==> src/hdl/dmd_defines.svh <==
// constants of the dual multiplier datapath
`ifndef DMD_DEFINES_SVH
`define DMD_DEFINES_SVH
`define DMD_ADDR_CTRL     12'h000
`define DMD_ADDR_STAT     12'h004
`define DMD_ADDR_MASK     12'h008
`define DMD_ADDR_OPA      12'h00c
`define DMD_ADDR_OPB      12'h010
`define DMD_ADDR_COEF     12'h014
`define DMD_ADDR_CMD      12'h018
`define DMD_ADDR_ACC1_LO  12'h01c
`define DMD_ADDR_ACC1_HI  12'h020
`define DMD_ADDR_ACC2_LO  12'h024
`define DMD_ADDR_ACC2_HI  12'h028
`define DMD_ADDR_PC       12'h02c
`define DMD_ADDR_CADDR    12'h030
`define DMD_ADDR_CINFO    12'h034
// ctrl bit positions
`define DMD_C_FRACTIONAL_MODE_BIT        0
`define DMD_C_M40         1
`define DMD_C_RDM         2
`define DMD_C_D_UNIT_SATURATION_MODE        3
`define DMD_C_MULTIPLY_SATURATION_MODE        4
`define DMD_C_SIGN_EXTENSION_MODE_BIT        5
// command fields
`define DMD_K_OP_LO       0
`define DMD_K_OP_HI       2
`define DMD_K_UNS_A       3
`define DMD_K_UNS_B       4
`define DMD_K_UNS_C       5
`define DMD_K_RND         6
`define DMD_K_W40         7
`define DMD_K_MAR1        8
`define DMD_K_MAR2        9
`define DMD_K_CEXT        10
`define DMD_K_RPT_LO      16
`define DMD_K_RPT_HI      31
// status bits
`define DMD_S_OV1         0
`define DMD_S_OV2         1
`define DMD_S_DONE        2
`define DMD_S_BERR        3
`define DMD_S_W           4
// opcodes
`define DMD_OP_NOP1       3'h1
`define DMD_OP_NOP2       3'h2
`define DMD_OP_SHARED     3'h3
`define DMD_OP_SPLIT      3'h4
// arithmetic constants
`define DMD_RND_HALF      40'h0000008000
`define DMD_RND_MASK      40'hffffff0000
`define DMD_MAX40         40'h7fffffffff
`define DMD_MIN40         40'h8000000000
`define DMD_MAX32         40'h007fffffff
`define DMD_MIN32         40'hff80000000
`define DMD_PROD_MAX      32'h7fffffff
`define DMD_SQ_NEG        17'h18000
`define DMD_ONE16         16'h0001
`define DMD_TWO16         16'h0002
`endif

==> src/hdl/dmd_pkg.sv <==
// types of the dual multiplier datapath
package dmd_pkg;
  typedef struct packed {
    logic fractional_mode_bit;
    logic wide_accumulator_mode;
    logic rounding_mode_bit;
    logic d_unit_saturation_mode;
    logic multiply_saturation_mode;
    logic sign_extension_mode_bit;
  } dmd_mode_t;

  typedef struct packed {
    logic [31:0] hrdata;
    logic        hreadyout;
    logic        irq;
    logic [39:0] acc1;
    logic [39:0] acc2;
    logic        ov1;
    logic        ov2;
    logic [15:0] pc;
  } dmd_out_t;

  typedef struct packed {
    dmd_mode_t   mode;
    logic [4:0]  status;
    logic [4:0]  mask;
    logic [15:0] opa;
    logic [15:0] opb;
    logic [31:0] coef;
    logic [15:0] caddr;
    logic        c_ext;
    logic        ph_valid;
    logic        ph_write;
    logic [11:0] ph_addr;
    logic [31:0] cmd;
    logic [15:0] rpt;
    logic        busy;
    dmd_out_t    o;
  } dmd_state_t;
endpackage

==> src/hdl/dmd_top.sv <==
// dual multiplier datapath with an ahb-lite register slave
//------------------------------------------------------------
// Functional notes
//------------------------------------------------------------
// Functional notes
// - nop advances pc by one or two
// - both products finish in one cycle
// - unsigned operand is zero extended to 17
// - otherwise sign extended per extension mode, split coefficient halves always
// - fractional mode shifts product left one
// - product overflow governed by multiply saturation
// - 32-bit product sign extended to 40
// - round only with qualifier, method by mode
// - overflow per wide mode sets flag
// - overflow saturates per d-unit saturation mode
// - 40-bit qualifier forces wide mode locally
// - shared coefficient feeds both multipliers
// - coefficient in external memory gives bus error
// - address modify disables matching multiplier
// - split form shares one data operand
// - low half at address plus or minus one
// - high half second bus, low first bus
// - nop and multiplies repeat as loop body
`timescale 1ns/1ns
`include "dmd_defines.svh"
module dmd_top
  import dmd_pkg::*;
(
  input  wire logic        hclk,
  input  wire logic        hresetn,
  input  wire logic        hsel,
  input  wire logic [31:0] haddr,
  input  wire logic [1:0]  htrans,
  input  wire logic        hwrite,
  input  wire logic [2:0]  hsize,
  input  wire logic [31:0] hwdata,
  input  wire logic        hready,
  output logic      [31:0] hrdata,
  output logic             hreadyout,
  output logic             hresp,
  output logic             irq,
  output logic      [39:0] first_destination_accumulator,
  output logic      [39:0] second_destination_accumulator,
  output logic             first_accum_overflow_flag,
  output logic             second_accum_overflow_flag,
  output logic      [15:0] program_counter
);

  //------------------------------------------------------------
  // arithmetic helpers
  //------------------------------------------------------------
  // operand extension to 17 bits
  function automatic logic [16:0] dmd_ext(input logic [15:0] v, input logic uns, input logic sx);
    logic s;
    s = ~uns & sx & v[15];
    return {s, v};
  endfunction

  // one multiplier lane: product, shift, extend, round, overflow, saturate
  function automatic logic [40:0] dmd_lane(input logic [16:0] a, input logic [16:0] b,
                                           input dmd_mode_t m, input logic rnd, input logic w40);
    logic [33:0] p;
    logic [31:0] p32;
    logic [39:0] r;
    logic [39:0] mx;
    logic [39:0] mn;
    logic        ovf;
    p   = 34'($signed(a) * $signed(b));
    p32 = m.fractional_mode_bit ? {p[30:0], 1'b0} : p[31:0];
    if (m.multiply_saturation_mode && m.fractional_mode_bit
        && a == `DMD_SQ_NEG && b == `DMD_SQ_NEG)
      p32 = `DMD_PROD_MAX;
    r = {{8{p32[31]}}, p32};
    if (rnd)
    begin
      if (m.rounding_mode_bit && r[15:0] == 16'h8000)
        r = r + (r[16] ? `DMD_RND_HALF : 40'h0);
      else
        r = r + `DMD_RND_HALF;
      r = r & `DMD_RND_MASK;
    end
    mx  = w40 ? `DMD_MAX40 : `DMD_MAX32;
    mn  = w40 ? `DMD_MIN40 : `DMD_MIN32;
    ovf = w40 ? 1'b0 : (r[39:31] != {9{r[31]}});
    if (ovf && m.d_unit_saturation_mode)
      r = r[39] ? mn : mx;
    return {ovf, r};
  endfunction

  //------------------------------------------------------------
  // state
  //------------------------------------------------------------
  dmd_state_t s_q;
  dmd_state_t s_d;

  logic [16:0] xa;
  logic [16:0] xb;
  logic [16:0] ch;
  logic [16:0] cl;
  logic [40:0] r1;
  logic [40:0] r2;
  logic        rnd_c;
  logic        w40_c;
  logic [2:0]  op_c;
  logic        wr_ph;
  logic [4:0]  ev;

  always_comb
  begin
    s_d   = s_q;
    ev    = 5'h00;
    op_c  = s_q.cmd[`DMD_K_OP_HI:`DMD_K_OP_LO];
    rnd_c = s_q.cmd[`DMD_K_RND];
    w40_c = s_q.mode.wide_accumulator_mode | s_q.cmd[`DMD_K_W40];
    xa    = dmd_ext(s_q.opa, s_q.cmd[`DMD_K_UNS_A], s_q.mode.sign_extension_mode_bit);
    xb    = dmd_ext(s_q.opb, s_q.cmd[`DMD_K_UNS_B], s_q.mode.sign_extension_mode_bit);
    if (op_c == `DMD_OP_SPLIT)
    begin
      // high half from second bus, low half from first bus
      ch = dmd_ext(s_q.coef[31:16], s_q.cmd[`DMD_K_UNS_C], 1'b1);
      cl = dmd_ext(s_q.coef[15:0], s_q.cmd[`DMD_K_UNS_C], 1'b1);
      xb = xa;
    end
    else
    begin
      ch = dmd_ext(s_q.coef[15:0], s_q.cmd[`DMD_K_UNS_C], s_q.mode.sign_extension_mode_bit);
      cl = ch;
    end
    // lane 1 from xa and cl, lane 2 from xb and ch, all from registered operands
    r1 = dmd_lane(xa, cl, s_q.mode, rnd_c, w40_c);
    r2 = dmd_lane(xb, ch, s_q.mode, rnd_c, w40_c);

    //------------------------------------------------------------
    // execution
    //------------------------------------------------------------
    if (s_q.busy)
    begin
      case (op_c)
        `DMD_OP_NOP1: s_d.o.pc = s_q.o.pc + `DMD_ONE16;
        `DMD_OP_NOP2: s_d.o.pc = s_q.o.pc + `DMD_TWO16;
        `DMD_OP_SHARED, `DMD_OP_SPLIT:
        begin
          if (s_q.c_ext)
            ev[`DMD_S_BERR] = 1'b1;
          else
          begin
            if (!s_q.cmd[`DMD_K_MAR1])
            begin
              s_d.o.acc1 = r1[39:0];
              s_d.o.ov1  = s_q.o.ov1 | r1[40];
              ev[`DMD_S_OV1] = r1[40];
            end
            if (!s_q.cmd[`DMD_K_MAR2])
            begin
              s_d.o.acc2 = r2[39:0];
              s_d.o.ov2  = s_q.o.ov2 | r2[40];
              ev[`DMD_S_OV2] = r2[40];
            end
          end
        end
        default: ;
      endcase
      // single-instruction repeat loop
      if (s_q.rpt == 16'h0000)
      begin
        s_d.busy = 1'b0;
        ev[`DMD_S_DONE] = 1'b1;
      end
      else
        s_d.rpt = s_q.rpt - 16'h0001;
    end

    //------------------------------------------------------------
    // ahb-lite slave, zero wait states
    //------------------------------------------------------------
    s_d.o.hreadyout = 1'b1;
    wr_ph = s_q.ph_valid & s_q.ph_write;
    if (wr_ph)
    begin
      case (s_q.ph_addr)
        `DMD_ADDR_CTRL:
        begin
          s_d.mode.fractional_mode_bit      = hwdata[`DMD_C_FRACTIONAL_MODE_BIT];
          s_d.mode.wide_accumulator_mode    = hwdata[`DMD_C_M40];
          s_d.mode.rounding_mode_bit        = hwdata[`DMD_C_RDM];
          s_d.mode.d_unit_saturation_mode   = hwdata[`DMD_C_D_UNIT_SATURATION_MODE];
          s_d.mode.multiply_saturation_mode = hwdata[`DMD_C_MULTIPLY_SATURATION_MODE];
          s_d.mode.sign_extension_mode_bit  = hwdata[`DMD_C_SIGN_EXTENSION_MODE_BIT];
        end
        `DMD_ADDR_MASK:  s_d.mask = hwdata[4:0];
        `DMD_ADDR_OPA:   s_d.opa  = hwdata[15:0];
        `DMD_ADDR_OPB:   s_d.opb  = hwdata[15:0];
        `DMD_ADDR_COEF:  s_d.coef = hwdata;
        `DMD_ADDR_CADDR: s_d.caddr = hwdata[15:0];
        `DMD_ADDR_CINFO: s_d.c_ext = hwdata[0];
        `DMD_ADDR_PC:    s_d.o.pc = hwdata[15:0];
        `DMD_ADDR_CMD:
        begin
          if (!s_q.busy)
          begin
            s_d.cmd  = hwdata;
            s_d.rpt  = hwdata[`DMD_K_RPT_HI:`DMD_K_RPT_LO];
            s_d.busy = 1'b1;
            s_d.o.ov1 = 1'b0;
            s_d.o.ov2 = 1'b0;
          end
        end
        default: ;
      endcase
    end
    s_d.ph_valid = hsel & hready & htrans[1];
    s_d.ph_write = hwrite;
    s_d.ph_addr  = haddr[11:0];
    s_d.o.hrdata = 32'h0000_0000;
    if (hsel && hready && htrans[1] && !hwrite)
    begin
      case (haddr[11:0])
        `DMD_ADDR_CTRL:    s_d.o.hrdata = {26'h0, s_q.mode.sign_extension_mode_bit,
                                           s_q.mode.multiply_saturation_mode, s_q.mode.d_unit_saturation_mode,
                                           s_q.mode.rounding_mode_bit, s_q.mode.wide_accumulator_mode,
                                           s_q.mode.fractional_mode_bit};
        `DMD_ADDR_STAT:    s_d.o.hrdata = {27'h0, s_q.busy, s_q.status[3:0]};
        `DMD_ADDR_MASK:    s_d.o.hrdata = {27'h0, s_q.mask};
        `DMD_ADDR_OPA:     s_d.o.hrdata = {16'h0, s_q.opa};
        `DMD_ADDR_OPB:     s_d.o.hrdata = {16'h0, s_q.opb};
        `DMD_ADDR_COEF:    s_d.o.hrdata = s_q.coef;
        `DMD_ADDR_CMD:     s_d.o.hrdata = s_q.cmd;
        `DMD_ADDR_ACC1_LO: s_d.o.hrdata = s_q.o.acc1[31:0];
        `DMD_ADDR_ACC1_HI: s_d.o.hrdata = {23'h0, s_q.o.ov1, s_q.o.acc1[39:32]};
        `DMD_ADDR_ACC2_LO: s_d.o.hrdata = s_q.o.acc2[31:0];
        `DMD_ADDR_ACC2_HI: s_d.o.hrdata = {23'h0, s_q.o.ov2, s_q.o.acc2[39:32]};
        `DMD_ADDR_PC:      s_d.o.hrdata = {16'h0, s_q.o.pc};
        // low half address: ea+1 when even, ea-1 when odd
        `DMD_ADDR_CADDR:   s_d.o.hrdata = {s_q.caddr[0] ? s_q.caddr - 16'h0001
                                                        : s_q.caddr + 16'h0001, s_q.caddr};
        `DMD_ADDR_CINFO:   s_d.o.hrdata = {31'h0, s_q.c_ext};
        default:           s_d.o.hrdata = 32'h0000_0000;
      endcase
    end

    //------------------------------------------------------------
    // sticky status, clear on read, set wins
    //------------------------------------------------------------
    if (hsel && hready && htrans[1] && !hwrite && haddr[11:0] == `DMD_ADDR_STAT)
      s_d.status = 5'h00;
    s_d.status = s_d.status | ev;
    s_d.o.irq  = |(s_d.status & s_q.mask);
  end

  always_ff @(posedge hclk or negedge hresetn)
  begin
    if (!hresetn)
      s_q <= '0;
    else
      s_q <= s_d;
  end

  assign hrdata                         = s_q.o.hrdata;
  assign hreadyout                      = s_q.o.hreadyout;
  assign hresp                          = 1'b0;
  assign irq                            = s_q.o.irq;
  assign first_destination_accumulator  = s_q.o.acc1;
  assign second_destination_accumulator = s_q.o.acc2;
  assign first_accum_overflow_flag      = s_q.o.ov1;
  assign second_accum_overflow_flag     = s_q.o.ov2;
  assign program_counter                = s_q.o.pc;

endmodule

==> config.mk <==
export PLATFORM = sky130hd
export DESIGN_NAME = dmd_top
export DESIGN_NICKNAME = d
export VERILOG_FILES = /design/src/hdl/dmd_pkg.sv /design/src/hdl/dmd_top.sv
export VERILOG_INCLUDE_DIRS = /design/src /design/src/hdl
export SDC_FILE = /design/constraint.sdc
export NUM_CORES = 2
export LEC_CHECK = 0
export BUFFER_PORTS_ARGS = -buffer_cell sky130_fd_sc_hd__buf_4
export CAP_MARGIN = 5
export CORE_ASPECT_RATIO = 0.8
export CORE_UTILIZATION = 50
export DETAILED_ROUTE_END_ITERATION = 16
export PLACE_DENSITY = 0.72
export SLEW_MARGIN = 10
export SYNTH_ARGS = -nofsm -noshare
export SYNTH_HDL_FRONTEND = slang
export SYNTH_SLANG_ARGS = --single-unit
==> constraint.sdc <==
create_clock -name hclk -period 13.7 [get_ports hclk]
set_input_delay 0 -clock hclk [delete_from_list [all_inputs] [get_ports hclk]]
set_output_delay 0 -clock hclk [all_outputs]
set_load 0.02 [all_outputs]
==> results.toml <==
[run_status]
outcome = "finished clean"

[clocking]
numCtsBuffers = 29
clkLatencyLatePin_ns = 0.61
cts-root-buf = "clkbuf_16"
ctsResizeCount = 0
h-tree-depth = 1
cts_max_path_buffers = 3
path_clk_slew_ns = 0.07
clock_sinks = 280
cts_tree = "yes"

[critical_path]
crit_path_start = "op_c[2]"
path_max_fanout = 58
cp.arrival_ns = 10.46
crit_type = "reg -> reg"
crit_top_cell = "fa_1"
max_stage_delay_ns = 0.60
crit_buf_inv = 7
rr_startpoint = "op_c[2]"
cp.required_ns = 14.24
path_delay_family = "adder cells"
startpoint_type = "flip-flop"
cp_slowest_cell = "buf_4"
rrSetupSlack_ns = 3.78
endpoint_kind = "flip-flop"

[route]
first_pass_iters = 6
wirelength_mm = 124
first_iter_violations = 3559
wl_met3_mm = 16.0
top_layer = "met5"
wl_met1_mm = 50.6
postRouteAntennaNets = 0
post_drt_wl_per_cell_um = 23.6
dr_wl_met2_mm = 50.1
num_vias = 31400
drc_errors = 0
via_per_inst = 5.96

[synthesis]
syn_area_um2 = 37900
synth_top_flop_cell = "dfrtp_1"
synth_xor_area_frac = 0.0293
synth_fa_ha_area_frac = 0.358
muxShareOfSynthArea = 0.0402
ys_types = 100
ys_warn_count = 0
synth_top_family_by_area = "adder cells"
ys_async_sr_fraction = 1.00
avgSynthCellArea_um2 = 8.96
synthCells = 4229
synth-edff-count = 0
syn_nets = 5050
synth_compound_area_frac = 0.113
synth_seq_cells = 280
yosys.area_share.simple = 0.162
ys_seq_area_frac = 0.185

[timing]
max_slew.worst_pin.slew_ns = 1.31
fmax_mhz = 101
layout_setup_ws_ns = 3.78
drv_slew = 0
setup_viol = 0
fin_tns_setup_ns = 0
rsz0062_at_grt = "no"
skew_ns = 0.0204
max-slew-margin-rel = 0.125
fin_crit_sh = 0.724
final_hold_viol_count = 0
fin_crit_ns = 9.92

[power]
power_density_nw_per_um2 = 178
ir_worst_vdd_mv = 0.424
p_leak_nw = 19.5

[floorplanning]
num_rows = 89
die_h_um = 248
io_pins = 207
initial_core_util = 0.510
coreArea_um2 = 74400
die_area_um2 = 76900
die_w_um = 310

[global_route]
antenna_found_initial = 4
grt_pass1_wl_mm = 191
grt_pass1_vias = 31100
grt_usage = 0.331
grt_max_degree = 74
grt-ovfl-total = 0

[placed_design]
portBuffers = 181
post_dp_cell_area_um2 = 39500
place_congestion = 1.02
place_ws_ns = 4.10
dp_hpwl_mm = 95.6

[finish]
seqCellArea_um2 = 7010
nNetsFinal = 5067
stdcell_area_um2 = 41000
syn_to_final_growth_pct = 8.19
fillers = 6715
layout-drive-gt1-share = 0.111
multi_input_area_um2 = 26700

[job]
maxCapViolations = 0

[min_path]
hp-class = "in -> async"
## report_power, final
part | internal [mW] | switching, mW | total (mW) | leakage (nW)
registers | 0.837 | 0.0229 | 0.860 | 3.36
clock network | 0.496 | 0.378 | 0.874 | 0.510
logic | 2.12 | 3.44 | 5.56 | 15.7
total | 3.45 | 3.85 | 7.30 | 19.5
## routing by layer
metal  up-vias  track usage
met5         -      0.00377
met4         4        0.154
met3       411        0.106
met2      1865        0.468
met1     15600        0.460
li1      13500            -
## cells by family after synthesis
family / Yosys count
AND/OR/NAND/NOR: 1325
buffers and inverters: 990
adder cells (fa/ha/maj): 747
AO/OA/AOI/OAI: 622
flip-flops: 280
multiplexers: 141
XOR/XNOR: 122
other: 2
## area by class of cell
type,count,share of cell area
multi-input cells,2959,0.651
well taps,1001,0.0305
inverters,657,0.0601
clock inverters,17,0.00537
repair buffers,319,0.0620
clock buffers,37,0.0196
diodes,3,0.000183
flip-flops and latches,280,0.171
## cell usage in the layout, fill, tap and decap left out, types with 31 or more instances in the layout
| cell type | n |
|---|---|
| mux2_2 | 90 |
| nor3_1 | 36 |
| xnor2_1 | 77 |
| and2_1 | 165 |
| xor2_1 | 42 |
| dfrtp_1 | 279 |
| o22a_1 | 31 |
| dlygate4sd3_1 | 48 |
| a31oi_1 | 69 |
| fa_1 | 564 |
| a22oi_1 | 54 |
| o21ai_0 | 120 |
| mux2i_1 | 51 |
| ha_1 | 183 |
| nor2_1 | 316 |
| nand3_1 | 33 |
| inv_1 | 656 |
| buf_4 | 269 |
| nand2_1 | 569 |
| a21oi_1 | 108 |
## final timing paths
kind	end	depth (start not counted)
min reg2reg	s_q[160]	2
min in group hclk	s_q[191]	2
max	second_destination_accumulator[23]	30
max reg2reg	second_destination_accumulator[23]	30
max in group asynchronous	s_q[291]	3
min	hrdata[30]	3
## sequential cells by signal (all words and copies together), names as in the netlist
register,flops
first_accum_overflow_flag,1
first_destination_accumulator,34
hrdata,32
hreadyout,1
irq,1
op_c,3
program_counter,16
rnd_c,1
s_q,156
second_accum_overflow_flag,1
second_destination_accumulator,34
## tightest hold or removal path, cell delays in order
cell and delay [ns]:
dlygate4sd3_1 0.56, buf_8 0.15, buf_16 0.29
## Yosys cell counts, types with 18 or more instances
master | count | area share
dfrtp_1 | 280 | 0.18
a21o_1 | 27 | 0.0053
nor2_1 | 319 | 0.032
inv_1 | 656 | 0.065
fa_1 | 564 | 0.30
nand2_1 | 569 | 0.056
and3_1 | 19 | 0.0031
a22o_1 | 21 | 0.0049
nand3_1 | 33 | 0.0044
nand2b_1 | 18 | 0.0030
nand4_1 | 25 | 0.0041
mux2i_1 | 51 | 0.013
a21oi_1 | 108 | 0.014
nor4_1 | 30 | 0.0050
ha_1 | 183 | 0.060
xnor2_1 | 77 | 0.018
a22oi_1 | 54 | 0.011
a31oi_1 | 69 | 0.011
xor2_1 | 42 | 0.0097
o21ai_0 | 120 | 0.016
clkbuf_1 | 167 | 0.017
and2_1 | 165 | 0.027
a221oi_1 | 25 | 0.0058
o21a_1 | 20 | 0.0040
buf_4 | 133 | 0.026
o211ai_1 | 21 | 0.0042
nor3_1 | 41 | 0.0054
o22a_1 | 31 | 0.0072
buf_2 | 20 | 0.0026
mux2_2 | 90 | 0.027
## timing repair
| item | CTS | global route |
|---|---|---|
| hold buffers | 49 | 0 |
| buffers inserted | 0 | 0 |
| hold endpoints to repair | 246 | 0 |
## per-stage QoR
stage / instances / power, mW / hold WS, ns / utilization
3_3_place_gp: 5167 / 6.20 / -0.00428 / 0.530
3_5_place_dp: 5167 / 6.29 / -0.00572 / 0.530
2_1_floorplan: 4229 / 5.11 / -0.296 / -
6_report: 5273 / 7.30 / 0.00389 / 0.551
5_1_grt: 5271 / 8.03 / 0.0289 / 0.551
4_1_cts: 5270 / 7.20 / 0.0134 / 0.551
No activity file was read; power rests on OpenSTA's default activity.
